===== config.mk =====
export PLATFORM = sky130hd
export DESIGN_NAME = dll_init_sequencer
export DESIGN_NICKNAME = d
export VERILOG_FILES = /design/src/inc/dll_seq_pkg.sv /design/src/rtl/clk_stop_detect.sv /design/src/rtl/dll_init_sequencer.sv
export SDC_FILE = /design/constraint.sdc
export NUM_CORES = 1
export LEC_CHECK = 0
export BUFFER_PORTS_ARGS = -buffer_cell sky130_fd_sc_hd__buf_2
export CAP_MARGIN = 5
export CORE_MARGIN = 5
export CORE_UTILIZATION = 45
export CTS_CLUSTER_DIAMETER = 30
export DETAILED_ROUTE_END_ITERATION = 10
export HOLD_SLACK_MARGIN = 0.12
export SLEW_MARGIN = 0
export SYNTH_ARGS = -nofsm -noshare
export SYNTH_HDL_FRONTEND = slang
export SYNTH_SLANG_ARGS = --single-unit

===== constraint.sdc =====
create_clock -name core_clk -period 2.25 [get_ports core_clk]
set_clock_uncertainty 0.2 [all_clocks]
set_input_delay 0.1125 -clock core_clk [delete_from_list [all_inputs] [get_ports core_clk]]
set_output_delay 0.1125 -clock core_clk [all_outputs]
set_load 0.01 [all_outputs]

===== src/inc/dll_seq_pkg.sv =====
// constants and carrier types for the dll initialization sequencer
// assumes a single 25 MHz core clock domain
package dll_seq_pkg;
  localparam int unsigned clk_period_ns = 40;
  // stop threshold: clock static for more than this is a dll reset
  localparam int unsigned stop_time_ns = 30;
  // longest time rounds down, never below one cycle
  localparam int unsigned stop_cycles_raw = stop_time_ns / clk_period_ns;
  localparam int unsigned stop_cycles = (stop_cycles_raw < 1) ? 1 : stop_cycles_raw;
  // lock interval in cycles of stable clock
  localparam int unsigned dll_lock_interval = 2048;
  localparam int unsigned cnt_w = 12;
  // last count of the lock interval, counted from zero
  localparam logic [cnt_w-1:0] lock_last = cnt_w'(dll_lock_interval - 1);
  localparam logic [3:0] stop_last = 4'(stop_cycles);
  localparam logic [3:0] stop_zero = 4'h0;
  localparam logic [cnt_w-1:0] cnt_zero = 12'h000;

  typedef enum logic [1:0] {st_init, st_ready} seq_state_t;

  typedef struct packed {
    logic ready;       // normal commands accepted
    logic dll_locked;  // loop aligned to clock
    logic dll_bypass;  // one-cycle latency mode
  } seq_status_t;
endpackage


===== src/rtl/clk_stop_detect.sv =====
// detects a static command clock pair (k and k#) sampled on core_clk
// assumes the clock levels arrive synchronous to core_clk
`timescale 1ns/100ps
`default_nettype none
module clk_stop_detect (
  input wire logic core_clk,
  input wire logic resetn,
  input wire logic k_in,
  input wire logic k_n_in,
  output logic stopped
);
  logic k_prev_ff;
  logic kn_prev_ff;
  logic [3:0] idle_ff;
  logic toggled;

  assign toggled = (k_in != k_prev_ff) && (k_n_in != kn_prev_ff);

  always_ff @(posedge core_clk or negedge resetn) begin
    if (!resetn) begin
      k_prev_ff <= 1'b0;
      kn_prev_ff <= 1'b0;
    end else begin
      k_prev_ff <= k_in;
      kn_prev_ff <= k_n_in;
    end
  end

  // either clock static for more than the threshold counts as stopped
  always_ff @(posedge core_clk or negedge resetn) begin
    if (!resetn) begin
      idle_ff <= dll_seq_pkg::stop_zero;
    end else if (toggled) begin
      idle_ff <= dll_seq_pkg::stop_zero;
    end else if (idle_ff <= dll_seq_pkg::stop_last) begin
      idle_ff <= idle_ff + 4'h1;
    end
  end

  assign stopped = (idle_ff > dll_seq_pkg::stop_last);
endmodule
`default_nettype wire


===== src/rtl/dll_init_sequencer.sv =====
// power-up and dll reset sequencer of a burst sram
// assumes k and k# levels are sampled on core_clk; resetn models power-on
// Contract
// RULE_01: stay unavailable after stable clock until lock interval cycles elapse.
// RULE_02: during lock interval initialize logic and lock the dll.
// RULE_03: dll-disable low skips dll locking, only logic initialization runs.
// RULE_04: with dll-disable tied low, ready after lock interval of stable clock.
// RULE_05: controller raises dll-disable only after stable clock, then waits.
// RULE_06: dll-disable raised too early needs a dll reset by the controller.
// RULE_07: either clock static beyond the stop threshold resets the dll.
// RULE_08: after dll reset relock within lock interval, then become ready.
// RULE_09: low-to-high on dll-disable resets the dll and restarts locking.
// RULE_10: controller issues a dll reset when changing frequency.
// RULE_11: controller holds all inputs at defined levels during power-up.
// RULE_12: dll lock is reached after 2048 stable clock cycles from reset.
// RULE_13: bypassed dll gives one-cycle read latency and longer access.
// RULE_14: controller blocks commands until the lock interval has elapsed.
`timescale 1ns/100ps
`default_nettype none
module dll_init_sequencer (
  input wire logic core_clk,
  input wire logic resetn,
  input wire logic k_in,
  input wire logic k_n_in,
  input wire logic dll_enable_n_in,
  output var dll_seq_pkg::seq_status_t status,
  output logic [1:0] read_latency
);
  dll_seq_pkg::seq_state_t state_ff;
  logic [dll_seq_pkg::cnt_w-1:0] lock_cnt_ff;
  logic dll_en_prev_ff;
  logic dll_locked_ff;
  logic ready_ff;
  logic bypass_ff;
  logic [1:0] latency_ff;
  logic stopped;
  logic rise;
  logic restart;
  logic done;

  clk_stop_detect u_stop (
    .core_clk(core_clk),
    .resetn(resetn),
    .k_in(k_in),
    .k_n_in(k_n_in),
    .stopped(stopped)
  );

  // the pin is named as an enable here: high lets the dll run
  assign rise = dll_enable_n_in && !dll_en_prev_ff;  // [RULE_09]
  // a stopped clock holds the sequence at its start until clock returns
  assign restart = stopped || rise;  // [RULE_07] [RULE_09]
  assign done = (lock_cnt_ff == dll_seq_pkg::lock_last);

  always_ff @(posedge core_clk or negedge resetn) begin
    if (!resetn) begin
      dll_en_prev_ff <= 1'b0;
    end else begin
      dll_en_prev_ff <= dll_enable_n_in;
    end
  end

  // lock interval counts only cycles of stable clock
  always_ff @(posedge core_clk or negedge resetn) begin
    if (!resetn) begin
      lock_cnt_ff <= dll_seq_pkg::cnt_zero;
    end else if (restart) begin
      lock_cnt_ff <= dll_seq_pkg::cnt_zero;  // [RULE_08]
    end else if (state_ff == dll_seq_pkg::st_init && !done) begin
      lock_cnt_ff <= lock_cnt_ff + 12'h001;  // [RULE_01] [RULE_12]
    end
  end

  always_ff @(posedge core_clk or negedge resetn) begin
    if (!resetn) begin
      state_ff <= dll_seq_pkg::st_init;
    end else begin
      unique case (state_ff)
        dll_seq_pkg::st_init: begin
          if (!restart && done) begin
            state_ff <= dll_seq_pkg::st_ready;  // [RULE_01] [RULE_04]
          end
        end
        dll_seq_pkg::st_ready: begin
          if (restart) begin
            state_ff <= dll_seq_pkg::st_init;  // [RULE_07] [RULE_08]
          end
        end
        default: begin
          state_ff <= dll_seq_pkg::st_init;
        end
      endcase
    end
  end

  // the same interval both initializes logic and locks the loop;
  // with the dll disabled locking is skipped and only init runs
  always_ff @(posedge core_clk or negedge resetn) begin
    if (!resetn) begin
      dll_locked_ff <= 1'b0;
    end else if (restart || !dll_enable_n_in) begin
      dll_locked_ff <= 1'b0;  // [RULE_03]
    end else if (state_ff == dll_seq_pkg::st_init && done) begin
      dll_locked_ff <= 1'b1;  // [RULE_02] [RULE_12]
    end
  end

  always_ff @(posedge core_clk or negedge resetn) begin
    if (!resetn) begin
      ready_ff <= 1'b0;
    end else begin
      ready_ff <= (state_ff == dll_seq_pkg::st_init) && !restart && done;  // [RULE_01]
      if (state_ff == dll_seq_pkg::st_ready && !restart) begin
        ready_ff <= 1'b1;
      end
    end
  end

  // bypass mode: one cycle read latency instead of dll-aligned timing
  always_ff @(posedge core_clk or negedge resetn) begin
    if (!resetn) begin
      bypass_ff <= 1'b1;
      latency_ff <= 2'h1;
    end else begin
      bypass_ff <= !dll_enable_n_in;  // [RULE_13]
      latency_ff <= dll_enable_n_in ? 2'h2 : 2'h1;  // [RULE_13]
    end
  end

  assign status.ready = ready_ff;
  assign status.dll_locked = dll_locked_ff;
  assign status.dll_bypass = bypass_ff;
  assign read_latency = latency_ff;
endmodule
`default_nettype wire


* Yosys cells after proc, flatten, opt, wreduce, memory -nomap -nowiden
Cells that the tools add are included.
Word-level totals: memories kept 0, memory bits (read-only) 0, latch bits 0, logic and storage cells 50, register bits 26, input port bits 5, output and inout port bits 5, RAM bits 0
Operators by class: bitwise gates (word level) 0, add/sub/neg operators 2, eq/ne operators 6, divide/modulo/power cells 0, shifts and indexed selects 0, multiply operators 0, reduce and logical (&&, ||, !) cells 19, magnitude comparators 2, muxes and demuxes 11
Operator list (number):
- $mux 12 | 2
- $add 12x1->12 const B | 1
- $eq 12x11->1 const B | 1
- $logic_and 1x1->1 | 8
- $mux 4 | 2
- $mux 2 | 3
- $reduce_bool 2->1 | 3
- $add 4x1->4 const B | 1
- $gt 4x1->1 const B | 1
- $le 4x1->1 const B | 1
- $logic_not 1->1 | 4
- $pmux 2 s2 | 1
- $mux 1 | 3
- $eq 2x1->1 const B | 1
- $logic_not 2->1 | 1
- $logic_or 1x1->1 | 2
- $ne 1x1->1 | 2
- $ne 2x1->1 const B | 1
- $ne 2x2->1 const B | 1
- $reduce_and 2->1 | 1

* Longest topological paths before layout
depth in word-level cells 7, gate-level depth with buffers 7, depth with buffers taken out 6

* By module
A second synthesis with hierarchy kept.
Second synthesis, totals: cells, all modules 111, area, all modules 1153.6 µm²
Modules (own cells, without submodules):
- dll_init_sequencer | times used 1, seq. area each 426.7 µm², area each 862.1 µm², cells each 84
- clk_stop_detect | times used 1, seq. area each 150.1 µm², area each 291.5 µm², cells each 27

* Worst setup path after synthesis
No wires, ideal clock.
path type reg2reg, from reg u_stop.idle_ff[0], to reg lock_cnt_ff[9] (netlist bit), buffers on the path 1, cell stages (with the launch flop) 8, library setup time 0.069 ns, period minus slack after synthesis 2.073 ns, data required time 1.981 ns, slack 0.177 ns, data arrival time 1.805 ns, cell sequence dfrtp_1 -> inv_1 -> ha_1 -> nor2_1 -> or4_1 -> buf_2 -> or4_1 -> nand2_1
On the way: word-level cells in the longest chain between the ends 3, elaborated cells on any way between the ends 4, classes of those cells order compare: 1; mux: 1; reduce/logical: 2
Ends and longest elaborated chain:
- start, declared | line clk_stop_detect.sv:14 | logic [3:0] idle_ff;
- start signal, assigned | line clk_stop_detect.sv:32 | idle_ff <= dll_seq_pkg::stop_zero;
- start signal, assigned | line clk_stop_detect.sv:34 | idle_ff <= dll_seq_pkg::stop_zero;
- start signal, assigned | line clk_stop_detect.sv:36 | idle_ff <= idle_ff + 4'h1;
- $gt 4x1->1 * | line clk_stop_detect.sv:40 | assign stopped = (idle_ff > dll_seq_pkg::stop_last);
- $logic_or 1x1->1 * | line dll_init_sequencer.sv:52 | assign restart = stopped || rise;
- $mux 12 / $reduce_bool 2->1 (equally long branches)
- end signal, assigned | line dll_init_sequencer.sv:66 | lock_cnt_ff <= dll_seq_pkg::cnt_zero;
- end signal, assigned | line dll_init_sequencer.sv:68 | lock_cnt_ff <= dll_seq_pkg::cnt_zero;
- end signal, assigned | line dll_init_sequencer.sv:70 | lock_cnt_ff <= lock_cnt_ff + 12'h001;
- end, declared | line dll_init_sequencer.sv:30 | logic [dll_seq_pkg::cnt_w-1:0] lock_cnt_ff;
Mark *: on every way between the ends. The rest lies on a longest branch, timed or not. A chain may end at the register's enable or synchronous reset.

* Worst setup path in the final report
Same ends and word-level chain as after synthesis.

==> results.json <==
{
  "synth-simple-area-share": 0.229,
  "status": "completed",
  "fp.dieW_um": 60.4,
  "drt-total-wl_um": 2100,
  "maxCapViolCount": 0,
  "start_util": 0.466,
  "crit_fanout": 4,
  "core-area_sq_mm": 0.00245,
  "synth_xor_area_frac": 0.0383,
  "synth-adder-area-share": 0.0438,
  "clk_pin_slew_ns": 0.13,
  "path_common_cell": "or4_1",
  "dp_hpwl_um": 1520,
  "syn_to_final_growth_pct": 13.8,
  "slowest_stage": "or4_1",
  "seq_power_share": 0.495,
  "drtIter0Drc": 23,
  "muxShareOfSynthArea": 0.0263,
  "synthTopCellsByArea": "dfrtp_1, ha_1, nor2_1, buf_4, a21oi_1",
  "setup_viol": 0,
  "p_sw_mw": 0.357,
  "vias_per_cell": 5.28,
  "drive_gt1_frac": 0.173,
  "synth_compound_area_frac": 0.102,
  "die_y_um": 60.4,
  "fin_crit_sh": 0.926,
  "placed_area_sq_mm": 0.00121,
  "synthesis.area_sq_mm": 0.00114,
  "p_leak_nw": 0.598,
  "regArea_sq_um": 577,
  "p_sw_frac": 0.348,
  "tritoncts": "done",
  "wl_per_cell_um": 13.4,
  "slew_headroom": 0.360,
  "htree_levels": 1,
  "antennaDiodeCount": 0,
  "ioPinCount": 10,
  "p_comb_frac": 0.318,
  "clk_latency_ns": 0.31,
  "cts_hold_buf": 6,
  "grt_pass1_wl_um": 3480,
  "antenna_left": 0,
  "tightest_slew_ns": 0.958,
  "max_freq_mhz": 480,
  "cts_buffers": 3,
  "grt.overflow.total": 0,
  "clkSinkCount": 23,
  "synthFlopType": "dfrtp_1",
  "rsz0062_at_grt": "false",
  "clkPwrFrac": 0.186,
  "postCtsResizedCells": 0,
  "place.gp.congestion": 0.778,
  "crit_path_cell_trace": "inv_1 > ha_1 > nor2_1 > or4_1 > or4_1 > nand2_1",
  "report.final.slew_viol_count": 0,
  "multiInputGateArea_sq_um": 502,
  "startpoint_type": "flip-flop",
  "postCtsSetupRepairBufs": 0,
  "syn_avg_cell_area_sq_um": 10.4,
  "cts_root_buf": "clkbuf_4",
  "grt_max_degree": 23,
  "synth_top_family_by_area": "simple AND/OR/NAND/NOR gates",
  "clockBufferDepth": 2,
  "design_area_sq_mm": 0.00130,
  "drc": 0,
  "numPortBuffers": 9,
  "grt_pass1_vias": 806,
  "crit_family": "simple AND/OR/NAND/NOR gates",
  "crit_path_end_kind": "flip-flop",
  "synth-edff-count": 0,
  "cpPeakStageDelay_ns": 0.53,
  "rows": 18,
  "yosysTopAreaCell": "dfrtp_1",
  "path_buf_inv": 1,
  "setup_tns_ns": 0,
  "yosysUniqueCellTypes": 31,
  "hold_viol": 0,
  "p_int_mw": 0.668,
  "rrSetupSlack_ns": 0.17,
  "syn-num-nets": 119,
  "yosysTopAreaCellShare": 0.481,
  "critPathKind": "flip-flop to flip-flop",
  "dr.pass1.iters": 2,
  "ys.warnings.count": 0,
  "crit_required_ns": 2.31,
  "yosys_register_bits": 23,
  "nNetsFinal": 137,
  "hp-class": "input pin to flip-flop",
  "p_per_area_mw_per_mm2": 788,
  "crit_arrival_ns": 2.14,
  "peakVddDrop_uv": 482,
  "antenna_found_initial": 0,
  "synthArstFlopShare": 1.00,
  "fin_crit_ns": 2.08,
  "grt_usage": 0.129,
  "synthCells": 110,
  "vias": 829,
  "fillCellCount": 239,
  "dieArea_sq_mm": 0.00365,
  "yosysSeqAreaShare": 0.504
}
-- registers in the layout (all words and copies together) (netlist names) --
| register | count |
|---|---|
| u_stop.idle_ff | 4 |
| dll_en_prev_ff | 1 |
| u_stop.kn_prev_ff | 1 |
| state_ff | 1 |
| lock_cnt_ff | 12 |
| u_stop.k_prev_ff | 1 |
| ready_ff | 1 |
| read_latency | 1 |
| dll_locked_ff | 1 |
-- per-layer routing --
layer,vias up,track usage,routed length (um)
met5,-,0,0
met4,0,0.0557,29
met3,4,0.0255,70
met2,10,0.218,981
met1,392,0.161,1020
li1,423,-,-
-- cell usage after synthesis (2+ instances only) --
cell and n:
dfrtp_1 22, nor2_1 11, a21oi_1 7, inv_1 6
nand2_1 6, nor3_1 6, o21ai_0 6, buf_4 5
nand3_1 5, ha_1 4, xnor2_1 4, mux2i_1 3
nor4_1 3, or4_1 3, nor2b_1 2, nor4b_1 2
-- cells in the final DEF, fill, tap and decap left out, types with 4 or more instances in the layout --
cell type      instances
dfrtp_1               22
nor2_1                11
buf_2                  9
a21oi_1                7
inv_1                  6
nand2_1                6
nor3_1                 6
o21ai_0                6
dlygate4sd3_1          6
nand3_1                5
xnor2_1                4
ha_1                   4
buf_4                  4
-- worst register-to-register path, cell delays in order (launching register included) --
cell     delay [ns]
dfrtp_1        0.44
inv_1          0.07
ha_1           0.13
nor2_1         0.06
or4_1          0.53
or4_1          0.52
nand2_1        0.09
-- per-stage QoR --
stage	power [mW]	std cells	util	setup slack, ns	hold slack (ns)
final	1.03	157	0.530	0.166	0.256
after global routing	1.10	157	0.530	0.0499	0.258
after CTS	1.04	157	0.530	0.142	0.246
after detailed placement	0.840	147	0.494	0.172	-0.0881
after global placement	0.818	147	0.494	0.245	-0.0912
after floorplan	0.725	110	-	0.177	-0.383
-- layout make-up --
type | instances | area share
clock buffer | 3 | 0.0173
timing repair buffer | 19 | 0.104
clock inverter | 1 | 0.00385
sequential | 23 | 0.443
tap | 30 | 0.0288
inverter | 6 | 0.0173
multi-input combinational | 75 | 0.386
-- final timing paths --
kind	cells past startpoint	to	from
max reg2reg	6	lock_cnt_ff[9]	u_stop.idle_ff[0]
min reg2reg	1	lock_cnt_ff[6]	lock_cnt_ff[6]
max in group asynchronous	3	u_stop.idle_ff[1]	resetn
min in group asynchronous	3	read_latency[0]	resetn
max	6	lock_cnt_ff[9]	u_stop.idle_ff[0]
min	2	u_stop.k_prev_ff	k_in
-- power groups by stage --
stage / sequential, mW / clock [mW] / combinational, mW
floorplan: 0.506 / 0 / 0.219
global placement: 0.512 / 0 / 0.306
detailed placement: 0.516 / 0 / 0.324
CTS: 0.508 / 0.198 / 0.334
global route: 0.518 / 0.211 / 0.371
finish: 0.508 / 0.191 / 0.326
-- cells by family after synthesis --
family,after synthesis
xor+xnor,5
compound gates,17
mux,3
buf+inv,12
fa+ha+maj,4
simple gates,46
flops,23
Note: power is estimated with default switching activity, not from simulation.
